### src/rtl/event_buffer_cfg.svh
// Constants for the event recording and reporting unit
`ifndef EVENT_BUFFER_CFG_SVH
`define EVENT_BUFFER_CFG_SVH

`define EVB_DEPTH 100
`define EVB_BATCH 5
// Channels
`define EVB_CH_SYS 2'h0
`define EVB_CH_ONE 2'h1
`define EVB_CH_TWO 2'h2
// Event codes of the system channel
`define EVB_CODE_RESTART 6'h32
`define EVB_CODE_OVERFLOW 6'h33
`define EVB_CODE_THERMAL 6'h07
`define EVB_SYS_FIX_FIRST 6'h01
`define EVB_SYS_FIX_LAST 6'h07
`define EVB_SYS_MSK_FIRST 6'h1f
`define EVB_SYS_MSK_LAST 6'h24
// Channel 1 mask ranges
`define EVB_C1A_FIRST 6'h01
`define EVB_C1A_LAST 6'h0e
`define EVB_C1B_FIRST 6'h0f
`define EVB_C1B_LAST 6'h1a
`define EVB_C1C_FIRST 6'h1b
`define EVB_C1C_LAST 6'h26
// Channel 2 mask ranges
`define EVB_C2A_FIRST 6'h01
`define EVB_C2A_LAST 6'h0a
`define EVB_C2B_FIRST 6'h0b
`define EVB_C2B_LAST 6'h14
`define EVB_C2C_FIRST 6'h15
`define EVB_C2C_LAST 6'h1c
// Mask reset values
`define EVB_RST_SYS 6'h01
`define EVB_RST_C1A 14'h1054
`define EVB_RST_C1B 12'h555
`define EVB_RST_C1C 12'h155
`define EVB_RST_C2A 10'h003
`define EVB_RST_C2B 10'h000
`define EVB_RST_C2C 8'h00

`endif

### src/rtl/event_buffer_pkg.sv
// Types shared by the event recording and reporting unit
package event_buffer_pkg;
   typedef enum logic [1:0] {
      CMD_FETCH = 2'b00,
      CMD_REFETCH = 2'b01,
      CMD_CLEAR = 2'b10,
      CMD_NONE = 2'b11
   } cmd_t;
   typedef enum logic [2:0] {
      SEL_SYS = 3'b000,
      SEL_C1A = 3'b001,
      SEL_C1B = 3'b010,
      SEL_C1C = 3'b011,
      SEL_C2A = 3'b100,
      SEL_C2B = 3'b101,
      SEL_C2C = 3'b110,
      SEL_NONE = 3'b111
   } mask_sel_t;
   typedef enum logic [0:0] {
      ST_IDLE = 1'b0,
      ST_SEND = 1'b1
   } seq_state_t;
endpackage

### src/rtl/event_ring_store.sv
// Ring store of event entries with bulk drop and offset read
`timescale 1ns/1ps
`include "event_buffer_cfg.svh"
module event_ring_store #(
   parameter int WIDTH = 8,
   parameter int DEPTH = `EVB_DEPTH,
   parameter int CW = $clog2(DEPTH + 1)
) (
   input wire logic sys_clk, // System clock
   input wire logic rst, // Synchronous reset
   input wire logic push, // Append one entry
   input wire logic [WIDTH-1:0] wdata, // Entry to append
   input wire logic [CW-1:0] drop, // Entries removed from the head
   input wire logic [CW-1:0] rd_ofs, // Read offset from the head
   output logic [WIDTH-1:0] rd_data, // Entry at the offset
   output logic [CW-1:0] count, // Entries held
   output logic full // No room left
);
   localparam int AW = $clog2(DEPTH);

   logic [WIDTH-1:0] mem_ff [DEPTH];
   logic [AW-1:0] head_ff;
   logic [CW-1:0] cnt_ff;
   logic [AW-1:0] wr_idx;
   logic [AW-1:0] rd_idx;
   logic [AW-1:0] nxt_head;

   // Modulo over the ring size
   function automatic logic [AW-1:0] wrap(input logic [AW:0] sum);
      wrap = (sum >= (AW+1)'(DEPTH)) ? AW'(sum - (AW+1)'(DEPTH)) : AW'(sum);
   endfunction

   // Pointer arithmetic
   assign wr_idx = wrap({1'b0, head_ff} + (AW+1)'(cnt_ff));
   assign rd_idx = wrap({1'b0, head_ff} + (AW+1)'(rd_ofs));
   assign nxt_head = wrap({1'b0, head_ff} + (AW+1)'(drop));
   assign rd_data = mem_ff[rd_idx];
   assign count = cnt_ff;
   assign full = (cnt_ff == CW'(DEPTH));

   // Entry storage, one register per slot
   genvar gi;
   generate
      for (gi = 0; gi < DEPTH; gi++) begin : g_slot
         always_ff @(posedge sys_clk) begin
            if (push && (wr_idx == AW'(gi))) mem_ff[gi] <= wdata;
         end
      end
   endgenerate

   // Head and fill level; the caller never pushes when full
   always_ff @(posedge sys_clk) begin
      if (rst) begin
         head_ff <= '0;
         cnt_ff <= '0;
      end else begin
         head_ff <= nxt_head;
         cnt_ff <= cnt_ff - drop + CW'(push);
      end
   end
endmodule // event_ring_store

### src/rtl/event_buffer_reporting.sv
// Event recording, masking and batched reporting to the remote master
`timescale 1ns/1ps
`include "event_buffer_cfg.svh"
module event_buffer_reporting #(
   parameter int DEPTH = `EVB_DEPTH,
   parameter int BATCH = `EVB_BATCH
) (
   input wire logic sys_clk, // System clock
   input wire logic rst, // Synchronous reset, active high
   input wire logic evt_valid, // Source event strobe
   input wire logic [1:0] evt_chan, // Source event channel
   input wire logic [5:0] evt_code, // Source event code
   input wire logic thermal_wr, // Thermal level written over link
   input wire logic param_wr, // Mask write strobe
   input wire event_buffer_pkg::mask_sel_t param_sel, // Mask selected
   input wire logic [13:0] param_wdata, // Mask write value
   output logic [13:0] param_rdata_ff, // Selected mask value
   input wire logic cmd_valid, // Master command strobe
   input wire event_buffer_pkg::cmd_t cmd_code, // Master command
   output logic cmd_ready_ff, // Command accepted in the previous cycle
   output logic rsp_valid_ff, // Reported event strobe
   output logic [1:0] rsp_chan_ff, // Reported event channel
   output logic [5:0] rsp_code_ff, // Reported event code
   output logic rsp_done_ff // Batch complete pulse
);
   localparam int CW = $clog2(DEPTH + 1);

   event_buffer_pkg::seq_state_t state_ff, nxt_state;
   logic [5:0] m_sys_ff;
   logic [13:0] m_c1a_ff;
   logic [11:0] m_c1b_ff, m_c1c_ff;
   logic [9:0] m_c2a_ff, m_c2b_ff;
   logic [7:0] m_c2c_ff;
   logic restart_ff, ovf_ff, thermal_pend_ff;
   logic snap_rst_ff, snap_ovf_ff;
   logic [2:0] prev_cnt_ff, total_ff, idx_ff;
   logic [CW-1:0] fifo_cnt, avail, drop, rd_ofs;
   logic fifo_full;
   logic [7:0] rd_entry, wr_entry;

   // Range hit on a mask bit, used for every mask range
   function automatic logic mask_hit(input logic [5:0] code, input logic [5:0] first,
                                     input logic [5:0] last, input logic [13:0] mask);
      logic [5:0] ofs;
      ofs = code - first;
      mask_hit = (code >= first) && (code <= last) && mask[ofs[3:0]];
   endfunction

   // Event qualification per channel
   wire sys_fix = (evt_code >= `EVB_SYS_FIX_FIRST) && (evt_code <= `EVB_SYS_FIX_LAST);
   wire sys_en = sys_fix || mask_hit(evt_code, `EVB_SYS_MSK_FIRST, `EVB_SYS_MSK_LAST,
                                     {8'h00, m_sys_ff});
   wire c1_en = mask_hit(evt_code, `EVB_C1A_FIRST, `EVB_C1A_LAST, m_c1a_ff)
             || mask_hit(evt_code, `EVB_C1B_FIRST, `EVB_C1B_LAST, {2'h0, m_c1b_ff})
             || mask_hit(evt_code, `EVB_C1C_FIRST, `EVB_C1C_LAST, {2'h0, m_c1c_ff});
   wire c2_en = mask_hit(evt_code, `EVB_C2A_FIRST, `EVB_C2A_LAST, {4'h0, m_c2a_ff})
             || mask_hit(evt_code, `EVB_C2B_FIRST, `EVB_C2B_LAST, {4'h0, m_c2b_ff})
             || mask_hit(evt_code, `EVB_C2C_FIRST, `EVB_C2C_LAST, {6'h00, m_c2c_ff});
   wire evt_ok = evt_valid && (((evt_chan == `EVB_CH_SYS) && sys_en)
              || ((evt_chan == `EVB_CH_ONE) && c1_en)
              || ((evt_chan == `EVB_CH_TWO) && c2_en));

   // Store path; a pending thermal change waits for a free slot cycle
   wire thermal_store = thermal_pend_ff && !evt_ok;
   wire push_req = evt_ok || thermal_store;
   wire push = push_req && !fifo_full;
   wire ovf_set = push_req && fifo_full;
   assign wr_entry = evt_ok ? {evt_chan, evt_code} : {`EVB_CH_SYS, `EVB_CODE_THERMAL};

   // Command decode
   wire take = cmd_valid && (state_ff == event_buffer_pkg::ST_IDLE);
   wire take_fetch = take && (cmd_code == event_buffer_pkg::CMD_FETCH);
   wire take_refetch = take && (cmd_code == event_buffer_pkg::CMD_REFETCH);
   wire take_clear = take && (cmd_code == event_buffer_pkg::CMD_CLEAR);

   // Batch sizing: flags first, then buffered events up to the batch limit
   wire [2:0] nflags = 3'(restart_ff) + 3'(ovf_ff);
   wire [2:0] room = 3'(BATCH) - nflags;
   assign avail = fifo_cnt - CW'(prev_cnt_ff);
   wire [2:0] bcnt = (avail < CW'(room)) ? avail[2:0] : room;
   assign drop = take_fetch ? CW'(prev_cnt_ff) : '0;

   // Item selection during the send phase
   wire [2:0] nsnap = 3'(snap_rst_ff) + 3'(snap_ovf_ff);
   wire item_flag = idx_ff < nsnap;
   wire item_rst = item_flag && (idx_ff == 3'h0) && snap_rst_ff;
   assign rd_ofs = CW'(idx_ff - nsnap);
   wire [7:0] item = item_rst ? {`EVB_CH_SYS, `EVB_CODE_RESTART}
                   : item_flag ? {`EVB_CH_SYS, `EVB_CODE_OVERFLOW} : rd_entry;
   wire sending = (state_ff == event_buffer_pkg::ST_SEND) && (idx_ff < total_ff);
   assign nxt_state = take && !take_clear ? event_buffer_pkg::ST_SEND
                    : (state_ff == event_buffer_pkg::ST_SEND) && !sending
                    ? event_buffer_pkg::ST_IDLE : state_ff;

   // Mask readback selection
   wire [13:0] rd_mask = (param_sel == event_buffer_pkg::SEL_SYS) ? {8'h00, m_sys_ff}
      : (param_sel == event_buffer_pkg::SEL_C1A) ? m_c1a_ff
      : (param_sel == event_buffer_pkg::SEL_C1B) ? {2'h0, m_c1b_ff}
      : (param_sel == event_buffer_pkg::SEL_C1C) ? {2'h0, m_c1c_ff}
      : (param_sel == event_buffer_pkg::SEL_C2A) ? {4'h0, m_c2a_ff}
      : (param_sel == event_buffer_pkg::SEL_C2B) ? {4'h0, m_c2b_ff}
      : (param_sel == event_buffer_pkg::SEL_C2C) ? {6'h00, m_c2c_ff} : 14'h0000;

   event_ring_store #(.WIDTH(8), .DEPTH(DEPTH), .CW(CW)) u_store (
      .sys_clk(sys_clk),
      .rst(rst),
      .push(push),
      .wdata(wr_entry),
      .drop(drop),
      .rd_ofs(rd_ofs),
      .rd_data(rd_entry),
      .count(fifo_cnt),
      .full(fifo_full)
   );

   // Channel masks, written by the master
   always_ff @(posedge sys_clk) begin
      if (rst) begin
         m_sys_ff <= `EVB_RST_SYS;
         m_c1a_ff <= `EVB_RST_C1A;
         m_c1b_ff <= `EVB_RST_C1B;
         m_c1c_ff <= `EVB_RST_C1C;
         m_c2a_ff <= `EVB_RST_C2A;
         m_c2b_ff <= `EVB_RST_C2B;
         m_c2c_ff <= `EVB_RST_C2C;
      end else if (param_wr) begin
         case (param_sel)
            event_buffer_pkg::SEL_SYS: m_sys_ff <= param_wdata[5:0];
            event_buffer_pkg::SEL_C1A: m_c1a_ff <= param_wdata;
            event_buffer_pkg::SEL_C1B: m_c1b_ff <= param_wdata[11:0];
            event_buffer_pkg::SEL_C1C: m_c1c_ff <= param_wdata[11:0];
            event_buffer_pkg::SEL_C2A: m_c2a_ff <= param_wdata[9:0];
            event_buffer_pkg::SEL_C2B: m_c2b_ff <= param_wdata[9:0];
            event_buffer_pkg::SEL_C2C: m_c2c_ff <= param_wdata[7:0];
            default: m_sys_ff <= m_sys_ff;
         endcase
      end
   end

   // Sticky flags; a new overflow beats a clear in the same cycle
   always_ff @(posedge sys_clk) begin
      if (rst) begin
         restart_ff <= 1'b1;
         ovf_ff <= 1'b0;
         thermal_pend_ff <= 1'b0;
      end else begin
         restart_ff <= restart_ff && !take_clear;
         ovf_ff <= ovf_set || (ovf_ff && !take_clear);
         thermal_pend_ff <= thermal_wr || (thermal_pend_ff && !thermal_store);
      end
   end

   // Batch record; a refetch leaves it untouched so the batch repeats
   always_ff @(posedge sys_clk) begin
      if (rst) begin
         snap_rst_ff <= 1'b0;
         snap_ovf_ff <= 1'b0;
         prev_cnt_ff <= 3'h0;
         total_ff <= 3'h0;
      end else if (take_fetch) begin
         snap_rst_ff <= restart_ff;
         snap_ovf_ff <= ovf_ff;
         prev_cnt_ff <= bcnt;
         total_ff <= nflags + bcnt;
      end
   end

   // Sequencer and response outputs
   always_ff @(posedge sys_clk) begin
      if (rst) begin
         state_ff <= event_buffer_pkg::ST_IDLE;
         idx_ff <= 3'h0;
         cmd_ready_ff <= 1'b0;
         rsp_valid_ff <= 1'b0;
         rsp_chan_ff <= 2'h0;
         rsp_code_ff <= 6'h00;
         rsp_done_ff <= 1'b0;
         param_rdata_ff <= 14'h0000;
      end else begin
         state_ff <= nxt_state;
         idx_ff <= take ? 3'h0 : (sending ? idx_ff + 3'h1 : idx_ff);
         cmd_ready_ff <= take;
         rsp_valid_ff <= sending;
         rsp_chan_ff <= sending ? item[7:6] : 2'h0;
         rsp_code_ff <= sending ? item[5:0] : 6'h00;
         rsp_done_ff <= (state_ff == event_buffer_pkg::ST_SEND) && !sending;
         param_rdata_ff <= rd_mask;
      end
   end

   // Helper: fill level expected after a fetch drop
   wire [CW-1:0] cnt_after_fetch = fifo_cnt - CW'(prev_cnt_ff) + CW'(push);
endmodule // event_buffer_reporting

### config.mk
export PLATFORM = sky130hd
export DESIGN_NAME = event_buffer_reporting
export DESIGN_NICKNAME = d
export VERILOG_FILES = /design/src/rtl/event_buffer_pkg.sv /design/src/rtl/event_ring_store.sv /design/src/rtl/event_buffer_reporting.sv
export VERILOG_INCLUDE_DIRS = /design/src /design/src/rtl
export SDC_FILE = /design/constraint.sdc
export NUM_CORES = 1
export LEC_CHECK = 0
export BUFFER_PORTS_ARGS = -buffer_cell sky130_fd_sc_hd__buf_2
export CAP_MARGIN = 20
export CORE_ASPECT_RATIO = 1.25
export CORE_MARGIN = 1.5
export CORE_UTILIZATION = 57
export DETAILED_ROUTE_END_ITERATION = 10
export GPL_TIMING_DRIVEN = 0
export HOLD_SLACK_MARGIN = 0.05
export PLACE_DENSITY = 0.76
export SKIP_LAST_GASP = 1
export SLEW_MARGIN = 0
export SYNTH_ARGS = -nofsm -noshare
export SYNTH_HDL_FRONTEND = slang
export SYNTH_HIERARCHICAL = 1
export SYNTH_SLANG_ARGS = --single-unit
export TNS_END_PERCENT = 1
### constraint.sdc
create_clock -name sys_clk -period 5.16 [get_ports sys_clk]
set_input_delay 0.516 -clock sys_clk [delete_from_list [all_inputs] [get_ports sys_clk]]
set_output_delay 0.516 -clock sys_clk [all_outputs]
set_load 0.1 [all_outputs]
== After elaboration in Yosys (flattened, before gate mapping) ==
Memories as Yosys holds them, arrays and structs flattened.
Index checks and enable logic that the tools add are counted.
Word-level totals
  flip-flop bits (word level): 126
  RAM bits: 800
  input port bits: 33
  word-level logic and storage cells: 979
  memories: 1
Operators by class
  add/sub/neg operators: 21
  magnitude comparators: 26
  eq/ne operators: 109
  mux-type cells: 528
  bitwise operators: 2
  reductions and logical operators: 265
Memory list
  u_store.mem_ff: depth 100, width 8, rd ports 1, clocked after memory_dff 0, write ports 1, RTL line event_ring_store.sv:21  | logic [WIDTH-1:0] mem_ff [DEPTH];
Operators with widths (count)
  2-to-1 mux 8 bit: 101
  OR reduction 8 bit: 99
  2-to-1 mux 7 bit: 102
  2-to-1 mux 1 bit: 308
  == test 7 bit (second input constant): 37
  == test 7 x 6 -> 1 bit (second input constant): 32
  logical AND 1 bit: 133
  == test 7 x 5 -> 1 bit (second input constant): 16
  == test 7 x 4 -> 1 bit (second input constant): 8
  < comparator 4 x 5 -> 1 bit (second input constant): 6
  binary-select mux 1 bit (select 4 bit): 7
  == test 7 x 3 -> 1 bit (second input constant): 4
  greater-or-equal comparator 8 x 7 -> 1 bit (second input constant): 3
  2-to-1 mux 12 bit: 2
  subtractor 7 bit (second input constant): 3
  2-to-1 mux 10 bit: 2
  greater-or-equal comparator 6 x 5 -> 1 bit (second input constant): 3
  <= comparator 6 x 5 -> 1 bit (second input constant): 3
  2-to-1 mux 6 bit: 3
  adder 7 x 7 -> 8 bit: 2
  subtractor 4 bit (second input constant): 4
  == test 7 x 2 -> 1 bit (second input constant): 2
  2-to-1 mux 14 bit: 1
  AND reduction 2 bit: 7
  other kinds (35): 63

== Longest topological paths before layout ==
Gate-level depths: netlist of the first run.
  word-level depth: 117
  depth in mapped cells: 28
  gate-level depth less buffers: 24

== Hierarchy ==
The synthesis of the first run kept the hierarchy.
Modules (own cells, without submodules)
  event_ring_store: times used 1, cells an instance 1857, area each 34042.6 µm², seq. area each 24303.3 µm²
  event_buffer_reporting: times used 1, cells an instance 714, area each 5923.2 µm², seq. area each 2242.2 µm²

== Least setup slack after synthesis of the first run ==
No wires, ideal clock.
  path kind: register to register
  start point: register snap_rst_ff
  end point: register rsp_code_ff[3]
  setup time: 115 ps
  arrival time: 4994 ps
  path slack: 51 ps
  cell stages (with the launch flop): 23
  buffers on the path: 5
  path through: dfxtp_1 > ha_1 > ha_1 > inv_1 > fa_1 > ha_1 > a211oi_2 > nor2_1 > xor2_1 > inv_2 > buf_4 > buf_2 > ha_1 > buf_2 > buf_1 > clkbuf_1 > mux2i_1 > o21ai_0 > a221oi_1 > a21oi_1 > a21oi_1 > nor4_2 > and2_1
Between the ends
  word-level cells in the longest chain between the ends: 6
  elaborated cells on any way between the ends: 11
  those cells by class: 4 x add/sub; 2 x order compare; 1 x mux; 3 x reduce/logical; 1 x memory
Ends and longest elaborated chain
  start, declared: RTL line event_buffer_reporting.sv:35  | logic snap_rst_ff, snap_ovf_ff;
  start signal, assigned: RTL line event_buffer_reporting.sv:161  | snap_rst_ff <= restart_ff;
  adder 1 x 1 -> 2 bit *: RTL line event_buffer_reporting.sv:84  | wire [2:0] nsnap = 3'(snap_rst_ff) + 3'(snap_ovf_ff);
  subtractor 3 x 2 -> 4 bit *: RTL line event_buffer_reporting.sv:87  | assign rd_ofs = CW'(idx_ff - nsnap);
  net rd_ofs[1]: RTL line event_buffer_reporting.sv:37  | logic [CW-1:0] fifo_cnt, avail, drop, rd_ofs;
  adder 7 x 7 -> 8 bit *: RTL line event_ring_store.sv:35  | assign rd_idx = wrap({1'b0, head_ff} + (AW+1)'(rd_ofs));
  subtractor 7 bit or greater-or-equal comparator 8 x 7 -> 1 bit (tied branches): RTL line event_ring_store.sv:30  | wrap = (sum >= (AW+1)'(DEPTH)) ? AW'(sum - (AW+1)'(DEPTH)) : AW'(sum);
  2-to-1 mux 7 bit *: RTL line event_ring_store.sv:30
  memory read (100 x 8 bit) *
  net rd_entry[3]: RTL line event_buffer_reporting.sv:39  | logic [7:0] rd_entry, wr_entry;
  end signal, assigned: RTL line event_buffer_reporting.sv:185  | rsp_code_ff <= sending ? item[5:0] : 6'h00;
  end, declared: RTL line event_buffer_reporting.sv:23  | output logic [5:0] rsp_code_ff,
The timed path passes the listed nets; every way through them passes the cells marked *.
A chain may end at the register's enable or synchronous reset.

== Worst setup path in the final report of the first run ==
  start point: input evt_code[0]
  end point: memory u_store.mem_ff[18][3] (enable)
Between the ends
  word-level cells in the longest chain between the ends: 117
  elaborated cells on any way between the ends: 661
  those cells by class: 6 x add/sub; 14 x order compare; 412 x mux; 229 x reduce/logical
Ends and longest elaborated chain
  start, declared: RTL line event_buffer_reporting.sv:12  | input wire logic [5:0] evt_code,
  subtractor 4 x 1 -> 4 bit or subtractor 4 bit (tied branches): RTL line event_buffer_reporting.sv:45  | ofs = code - first;
  binary-select mux 1 bit (select 4 bit): RTL line event_buffer_reporting.sv:46  | mask_hit = (code >= first) && (code <= last) && mask[ofs[3:0]];
  2-to-1 mux 1 bit (implied by the code): RTL line event_buffer_reporting.sv:46
  logical AND 1 bit: RTL line event_buffer_reporting.sv:46
  logical OR 1 bit (2 in series): RTL line event_buffer_reporting.sv:53  | wire c1_en = mask_hit(evt_code, `EVB_C1A_FIRST, `EVB_C1A_LAST, m_c1a_ff)
  logical AND 1 bit: RTL line event_buffer_reporting.sv:60  | || ((evt_chan == `EVB_CH_ONE) && c1_en)
  logical OR 1 bit: RTL line event_buffer_reporting.sv:59  | wire evt_ok = evt_valid && (((evt_chan == `EVB_CH_SYS) && sys_en)
  logical OR 1 bit *: RTL line event_buffer_reporting.sv:59
  [3 not listed]
  logical OR 1 bit *: RTL line event_buffer_reporting.sv:65  | wire push_req = evt_ok || thermal_store;
  logical AND 1 bit *: RTL line event_buffer_reporting.sv:66  | wire push = push_req && !fifo_full;
  net push: RTL line event_buffer_reporting.sv:66
  logical AND 1 bit: RTL line event_ring_store.sv:46  | if (push && (wr_idx == AW'(gi))) mem_ff[gi] <= wdata;
  2-to-1 mux 1 bit: RTL line event_ring_store.sv:46
  2-to-1 mux 1 bit (implied by the code): RTL line event_ring_store.sv:46
  OR reduction 8 bit (no line)
  2-to-1 mux 7 bit (no line) or 2-to-1 mux 1 bit (tied branches) (99 in series)
  end, declared: RTL line event_ring_store.sv:21
The timed path passes the listed nets; every way through them passes the cells marked *. The select of a mux whose other input is x is not followed.

==> results.py, run 1 <==
metrics = {
    "synth": {
        "count_of_flip_flops_with_a_built_in_enable_after_synthesis": 800,
        "synth.ff_latch_count": 926,
        "total_standard_cell_area_after_synthesis_um2": 39970,
        "post_synth.cell_area_avg_um2": 15.54,
        "post_synth_inst_count": 2571,
        "postSynth.asyncResetShare_pct": 0,
        "synthesis.yosys.warnings": 6,
        "synth_top_flop_cell": "sky130_fd_sc_hd__edfxtp_1",
        "synth.lib_cells_used.distinct": 85,
        "synth-seq-area-share_pct": 66.42,
    },
    "floorplan": {
        "initial_core_util_pct": 57.54,
        "die_width_um": 239.8,
        "core-area_um2": 69460,
        "die_area_um2": 71720,
        "ios": 58,
        "placementRows": 108,
        "dieHeight_um": 299.1,
    },
    "sta": {
        "clock_skew_ns": 0.03068,
        "timing_hold_violations_final": 0,
        "final.setup.worst_slack_ns": -0.02832,
        "worst_slew_pin_slew_ns": 1.243,
        "final.period_utilization_pct": 100.5,
        "fmaxAchievable_ghz": 0.1927,
        "final-setup-viol-count": 22,
        "layout_min_cycle_time_ns": 5.188,
        "grt_setup_unrepaired": "yes",
        "maxSlewHeadroom_pct": 17.15,
        "setup_total_negative_slack_ns": -0.3355,
        "slew_violations": 0,
    },
    "placed_design": {
        "post-dp-hpwl_um": 69340,
        "routabilityCongestion": 0.9726,
        "placed_cell_area_um2": 41690,
        "port_buffers": 54,
    },
    "drt": {
        "wirelength_per_cell_um": 27.74,
        "drt_first_pass_iters": 5,
        "initialDrtViolationCount": 2865,
        "avgViaCountPerCell": 6.450,
        "num_vias": 24230,
        "totalWireLength_um": 104200,
        "drc": 0,
        "ant_nets": 0,
    },
    "setup_path": {
        "worst-path-max-fanout": 10,
        "endpoint_kind": "register",
        "arrival_ns": 5.48,
        "worst_ep_required_time_ns": 5.45,
        "critPathKind": "in2reg",
        "critPathLaunchType": "input port",
    },
    "status": {
        "result_of_the_run": "finished, violations left",
        "violations": "negative setup slack",
    },
    "min_path": {
        "worst_hold_path_type": "in2reg",
    },
    "power": {
        "power_per_cell_area_nw_per_um2": 485.6,
        "vdd_drop_max_mv": 0.3747,
        "power.leakage_nw": 15.20,
    },
    "clocking": {
        "cts_made_buffers": 88,
        "count_of_hold_fix_buffers_inserted_at_cts": 0,
        "ctsHtreeMaxLevel": 3,
        "tritoncts_num_sinks": 926,
        "cts_max_path_buffers": 3,
        "clk_latency_ns": 0.65,
        "clkTransAtPathRegs_ns": 0.06,
        "tritoncts_clock_tree": "done",
        "clock_tree.root_cell": "sky130_fd_sc_hd__clkbuf_16",
    },
    "global_route": {
        "antenna_violations_before_repair": 0,
        "global_route_total_overflow": 0,
        "grt_util_all_layers_pct": 29.48,
        "pin_count_of_the_biggest_net_entering_global_routing": 97,
        "grt_pass1_vias": 24670,
        "grt_first_pass_wirelength_um": 154700,
    },
    "finish": {
        "num_antenna_cells": 0,
        "area.growth.synth_to_final_pct": 15.46,
        "layout.filler_cells": 4691,
        "final_nets": 2848,
        "layout-drive-gt1-share_pct": 26.91,
        "layout.core_utilization_pct": 66.44,
        "fin_area_um2": 46150,
    },
    "flow_run": {
        "max_cap_violations": 0,
    },
}
[power breakdown]
part / switching, mW / total [mW] / internal (mW)
registers: 0.104 / 8.43 / 8.33
clock network: 2.79 / 6.75 / 3.97
logic: 4.72 / 7.22 / 2.50
total: 7.61 / 22.4 / 14.8
[flip-flops by register name (all words and copies together) (netlist names), 8 cells and up]
| register | count |
|---|---|
| m_c1a_ff | 14 |
| m_c2a_ff | 10 |
| param_rdata_ff | 14 |
| m_c2c_ff | 8 |
| m_c1c_ff | 12 |
| m_c2b_ff | 10 |
| u_store/mem_ff | 800 |
| m_c1b_ff | 12 |
[path summary, 6_finish.rpt]
check	from	endpoint	slack (ns)	cells after the start
min reg2reg	m_c1a_ff[3]$_SDFFE_PP0P_	m_c1a_ff[3]$_SDFFE_PP0P_	0.48	2
max	evt_code[0]	u_store/mem_ff[18][3]$_DFFE_PP_	-0.03	19
max reg2reg	snap_rst_ff$_SDFFE_PP0P_	rsp_code_ff[0]$_SDFF_PP0_	-0.02	17
min	param_wdata[12]	m_c1a_ff[12]$_SDFFE_PP1P_	0.09	3
[per-stage QoR]
stage               setup WS (ns)  power (mW)  instances  hold WS [ns]
global placement           -2.262       14.08       3567        0.4583
detailed placement         -1.547       14.23       3575        0.4657
global route              -0.1736       23.06       3756        0.1097
finish                   -0.02832       22.41       3756       0.09107
floorplan                 0.05093       12.44       2578        0.4394
CTS                       -0.2941       21.75       3739       0.06954
[routing by layer]
layer / track usage [%] / vias up / part of all wire, %
li1: - / 10350 / -
met1: 37.06 / 12180 / 36
met2: 49.82 / 1392 / 50
met3: 4.779 / 305 / 8.4
met4: 14.82 / 0 / 5.5
met5: 0 / - / 0
[cells in the final DEF, fill, tap and decap left out, types with 35 or more instances in the layout]
master                      synthesis  final
sky130_fd_sc_hd__mux2_2            36     36
sky130_fd_sc_hd__clkbuf_16          0     89
sky130_fd_sc_hd__buf_2             35     78
sky130_fd_sc_hd__ha_1              58     54
sky130_fd_sc_hd__nor2_1           190     84
sky130_fd_sc_hd__mux4_2           215    215
sky130_fd_sc_hd__nor2_4             0     74
sky130_fd_sc_hd__clkbuf_1          70     64
sky130_fd_sc_hd__nand2_1          268    248
sky130_fd_sc_hd__dfxtp_1          126    126
sky130_fd_sc_hd__a21oi_1          170    158
sky130_fd_sc_hd__edfxtp_1         800    800
sky130_fd_sc_hd__buf_4             13     35
sky130_fd_sc_hd__nand3_1           65     63
sky130_fd_sc_hd__mux2i_1           80     79
sky130_fd_sc_hd__inv_1             52     52
[synthesized netlist by cell type, drive strengths merged, types with 53 or more instances]
cell    instances  area, um2
inv            53      198.9
ha             58      725.7
nand2         268       1006
edfxtp        800      24020
mux2i          80      800.8
nand3          65      325.3
dfxtp         126       2522
a21oi         173      884.6
buf            69      366.6
nor2          190      713.2
clkbuf         70      262.8
mux4          215       4842
[cell families after synthesis]
logic type,share of synthesized area [%]
other,0.009383
buffers and inverters,2.072
flip-flops,66.42
XOR/XNOR,0.8829
adder cells (fa/ha/maj),2.166
AO/OA/AOI/OAI,5.864
AND/OR/NAND/NOR,7.338
multiplexers,15.25
[layout make-up]
type | count | area (um2) | area share [%]
Sequential cell | 926 | 26550 | 57.53
Inverter | 53 | 201.4 | 0.4365
Buffer | 134 | 799.5 | 1.733
Clock buffer | 111 | 2330 | 5.049
Tap cell | 935 | 1170 | 2.535
Timing Repair Buffer | 87 | 705.7 | 1.529
Clock inverter | 50 | 674.4 | 1.461
Multi-Input combinational cell | 1460 | 13720 | 29.73
[timing repair]
item / CTS / global route
resized for setup: 263 / 102
pin swaps: 12 / 12
setup endpoints to repair: 809 / 810
setup buffers: 7 / 16
cloned: 0 / 0
[worst max-delay path, stage by stage]
cell	delay, ns
sky130_fd_sc_hd__buf_2	0.13
sky130_fd_sc_hd__buf_4	0.23
sky130_fd_sc_hd__buf_4	0.26
sky130_fd_sc_hd__buf_4	0.24
sky130_fd_sc_hd__inv_1	0.14
sky130_fd_sc_hd__ha_2	0.43
sky130_fd_sc_hd__buf_6	0.21
sky130_fd_sc_hd__buf_4	0.24
sky130_fd_sc_hd__mux2i_1	0.18
sky130_fd_sc_hd__nor2_1	0.12
sky130_fd_sc_hd__a21oi_1	0.06
sky130_fd_sc_hd__o311ai_1	0.28
sky130_fd_sc_hd__a211oi_2	0.09
sky130_fd_sc_hd__nor4_4	0.39
sky130_fd_sc_hd__buf_6	0.22
sky130_fd_sc_hd__o21ba_2	0.25
sky130_fd_sc_hd__nor3b_2	0.44
sky130_fd_sc_hd__nand2_2	0.43
sky130_fd_sc_hd__nor2_2	0.57
No activity file was read; power rests on OpenSTA's default activity.
==> run 2: changes to the inputs <==
--- a/config.mk
+++ b/config.mk
@@ -10,7 +10,8 @@
 export CAP_MARGIN = 20
 export CORE_ASPECT_RATIO = 1.25
 export CORE_MARGIN = 1.5
-export CORE_UTILIZATION = 57
+export CORE_UTILIZATION = 60
+export CTS_CLUSTER_DIAMETER = 80
 export DETAILED_ROUTE_END_ITERATION = 10
 export GPL_TIMING_DRIVEN = 0
 export HOLD_SLACK_MARGIN = 0.05
==> constraint.sdc (replaced) <==
create_clock -name sys_clk -period 5.6 [get_ports sys_clk]
set_input_delay 0.56 -clock sys_clk [delete_from_list [all_inputs] [get_ports sys_clk]]
set_output_delay 0.56 -clock sys_clk [all_outputs]
set_load 0.1 [all_outputs]
==> run 2 against run 1 <==
Against the previous run:
- the flow still finishes with violations (negative setup slack)
- design area is 2.5% lower
- first-iteration DRC count is 1.3% higher
- combinational power is 21% lower
- die area is 4.9% lower
- via count is 0.24% higher
- critical path depth is 6 higher
- core utilization is 1.9 points higher
- critical path type is now reg2reg
- critical endpoint is now rsp_code_ff[1]$_SDFF_PP0_
- largest cell class unchanged
==> results.py, run 2 (synthesized netlist as in run 1, its figures left out) <==
metrics = {
    "clocking": {
        "ctsHtreeMaxLevel": 3,
        "clk_latency_ns": 0.66,
        "clkTransAtPathRegs_ns": 0.06,
        "cts_made_buffers": 88,
        "tritoncts_clock_tree": "done",
        "cts_max_path_buffers": 3,
        "tritoncts_num_sinks": 926,
        "clock_tree.root_cell": "sky130_fd_sc_hd__clkbuf_16",
    },
    "floorplan": {
        "initial_core_util_pct": 60.72,
        "die_width_um": 233.8,
        "die_area_um2": 68180,
        "core-area_um2": 65820,
        "dieHeight_um": 291.6,
        "placementRows": 105,
        "ios": 58,
    },
    "sta": {
        "fmaxAchievable_ghz": 0.1748,
        "final.setup.worst_slack_ns": -0.1193,
        "timing_hold_violations_final": 0,
        "setup_total_negative_slack_ns": -0.7118,
        "final-setup-viol-count": 33,
        "maxSlewHeadroom_pct": 33.49,
        "layout_min_cycle_time_ns": 5.719,
        "clock_skew_ns": 0.02708,
        "grt_setup_unrepaired": "yes",
        "worst_slew_pin_slew_ns": 0.9976,
        "final.period_utilization_pct": 102.1,
        "slew_violations": 0,
    },
    "finish": {
        "layout.core_utilization_pct": 68.37,
        "final_nets": 2828,
        "layout-drive-gt1-share_pct": 23.65,
        "top_register": "u_store/mem_ff",
        "layoutNonFillerInstCount": 3655,
        "largest_register_ff_count": 800,
        "layout.filler_cells": 4241,
        "num_antenna_cells": 0,
        "layout_common_cells": "sky130_fd_sc_hd__edfxtp_1, sky130_fd_sc_hd__nand2_1, sky130_fd_sc_hd__mux4_2",
        "area.growth.synth_to_final_pct": 12.60,
        "layout_commonest_cell": "sky130_fd_sc_hd__edfxtp_1",
        "largest_registers": "u_store/mem_ff x800, m_c1a_ff x14, param_rdata_ff x14",
    },
    "drt": {
        "ant_nets": 0,
        "drc": 0,
        "totalWireLength_um": 103900,
        "avgViaCountPerCell": 6.645,
        "wirelength_per_cell_um": 28.43,
        "initialDrtViolationCount": 2903,
        "drt_first_pass_iters": 9,
        "num_vias": 24290,
    },
    "placed_design": {
        "pre_cts_slack_ns": -1.093,
        "post-dp-hpwl_um": 69360,
        "routabilityCongestion": 0.9649,
        "placedCellCount": 3496,
        "port_buffers": 54,
    },
    "setup_path": {
        "arrival_ns": 6.26,
        "critPathKind": "reg2reg",
        "worst_ep_required_time_ns": 6.14,
        "critPathLaunchType": "register",
        "reg2regPathDepth": 25,
        "endpoint_kind": "register",
        "worst-path-max-fanout": 20,
    },
    "global_route": {
        "grt_first_pass_wirelength_um": 153600,
        "grt_pass1_vias": 24560,
        "global_route_total_overflow": 0,
        "grt_util_all_layers_pct": 30.89,
        "pin_count_of_the_biggest_net_entering_global_routing": 101,
        "antenna_violations_before_repair": 0,
    },
    "status": {
        "result_of_the_run": "finished, violations left",
        "violations": "negative setup slack",
    },
    "power": {
        "power_per_cell_area_nw_per_um2": 438.3,
        "power.leakage_nw": 14.96,
        "vdd_drop_max_mv": 0.3235,
    },
    "min_path": {
        "worst_hold_path_type": "in2reg",
        "worst_hold_path.num_cells": 3,
    },
    "flow_run": {
        "max_cap_violations": 0,
    },
}
-- run 2: changes by cell type in the layout (fill, tap and decap cells not counted), moves of 6 or more --
cell / before / now
sky130_fd_sc_hd__buf_4: 35 / 15
sky130_fd_sc_hd__nor2_4: 74 / 5
sky130_fd_sc_hd__clkbuf_4: 7 / 1
sky130_fd_sc_hd__a21oi_2: 11 / 5
sky130_fd_sc_hd__clkinv_2: 9 / 15
sky130_fd_sc_hd__nor2_2: 32 / 75
sky130_fd_sc_hd__buf_2: 78 / 87
sky130_fd_sc_hd__a21oi_1: 158 / 167
sky130_fd_sc_hd__nor2_1: 84 / 110
sky130_fd_sc_hd__nand2_1: 248 / 261
sky130_fd_sc_hd__nand2_2: 17 / 5
sky130_fd_sc_hd__buf_6: 11 / 2
-- run 2: what timing repair did --
| item | CTS | global route |
|---|---|---|
| buffers inserted | 1 | 1 |
| gates resized for setup | 56 | 74 |
| setup endpoints to repair | 256 | 809 |
| hold buffers | 0 | 0 |
| endpoints found under the hold margin | 0 | 0 |
| pin swaps | 2 | 4 |
-- run 2: critical path: stages, from the launching register on --
cell and delay (ns):
sky130_fd_sc_hd__dfxtp_1 0.33, sky130_fd_sc_hd__ha_1 0.29, sky130_fd_sc_hd__ha_1 0.13, sky130_fd_sc_hd__inv_1 0.06, sky130_fd_sc_hd__fa_1 0.36, sky130_fd_sc_hd__inv_1 0.06, sky130_fd_sc_hd__ha_1 0.21, sky130_fd_sc_hd__inv_1 0.08
sky130_fd_sc_hd__ha_1 0.27, sky130_fd_sc_hd__a211oi_2 0.09, sky130_fd_sc_hd__nor2_1 0.21, sky130_fd_sc_hd__xor2_2 0.26, sky130_fd_sc_hd__inv_2 0.09, sky130_fd_sc_hd__buf_12 0.17, sky130_fd_sc_hd__ha_1 0.21, sky130_fd_sc_hd__nand2_1 0.13
sky130_fd_sc_hd__o221ai_2 0.17, sky130_fd_sc_hd__a21oi_4 0.39, sky130_fd_sc_hd__xnor2_2 0.22, sky130_fd_sc_hd__buf_4 0.33, sky130_fd_sc_hd__a211oi_1 0.12, sky130_fd_sc_hd__a21oi_1 0.46, sky130_fd_sc_hd__a21oi_1 0.28, sky130_fd_sc_hd__nor4_2 0.33
sky130_fd_sc_hd__nor2_1 0.09, sky130_fd_sc_hd__nor2_1 0.26
-- run 2: final cells by class --
type                            instances  area (um2)  share of cell area (%)
Inverter                               53       198.9                  0.4421
Tap cell                              856        1071                   2.380
Multi-Input combinational cell       1460       12970                   28.83
Sequential cell                       926       26550                   58.99
Timing Repair Buffer                   65       513.0                   1.140
Clock buffer                           96        2253                   5.007
Buffer                                136       659.4                   1.465
Clock inverter                         63       788.3                   1.752
-- run 2: metal layers --
metal / global-route usage, % / wire length, um
met3: 6.709 / 9348
met1: 38.61 / 37350
met5: 0 / 0
met2: 50.17 / 51460
met4: 17.31 / 5733
-- run 2: worst paths after layout --
kind / startpoint / to / slack [ns]
max: snap_rst_ff$_SDFFE_PP0P_ / rsp_code_ff[1]$_SDFF_PP0_ / -0.12
min: param_wdata[12] / m_c1a_ff[12]$_SDFFE_PP1P_ / 0.14
max reg2reg: snap_rst_ff$_SDFFE_PP0P_ / rsp_code_ff[1]$_SDFF_PP0_ / -0.12
min reg2reg: m_c1c_ff[9]$_SDFFE_PP0P_ / m_c1c_ff[9]$_SDFFE_PP0P_ / 0.48
-- run 2: report_power, final --
group	total (mW)	leakage [nW]	switching, mW	internal (mW)
Sequential	7.77	8.26	0.0980	7.68
Clock	6.22	1.46	2.63	3.59
Combinational	5.73	5.25	3.84	1.89
-- run 2: through the flow --
step	total power [mW]	hold WS, ns	cell area [um2]
after global placement	12.98	0.4547	41330
after CTS	19.42	0.1140	44780
final	19.72	0.1409	45000
after floorplan	11.46	0.4394	39990
after detailed placement	13.11	0.4663	41580
after global routing	20.29	0.1511	45000
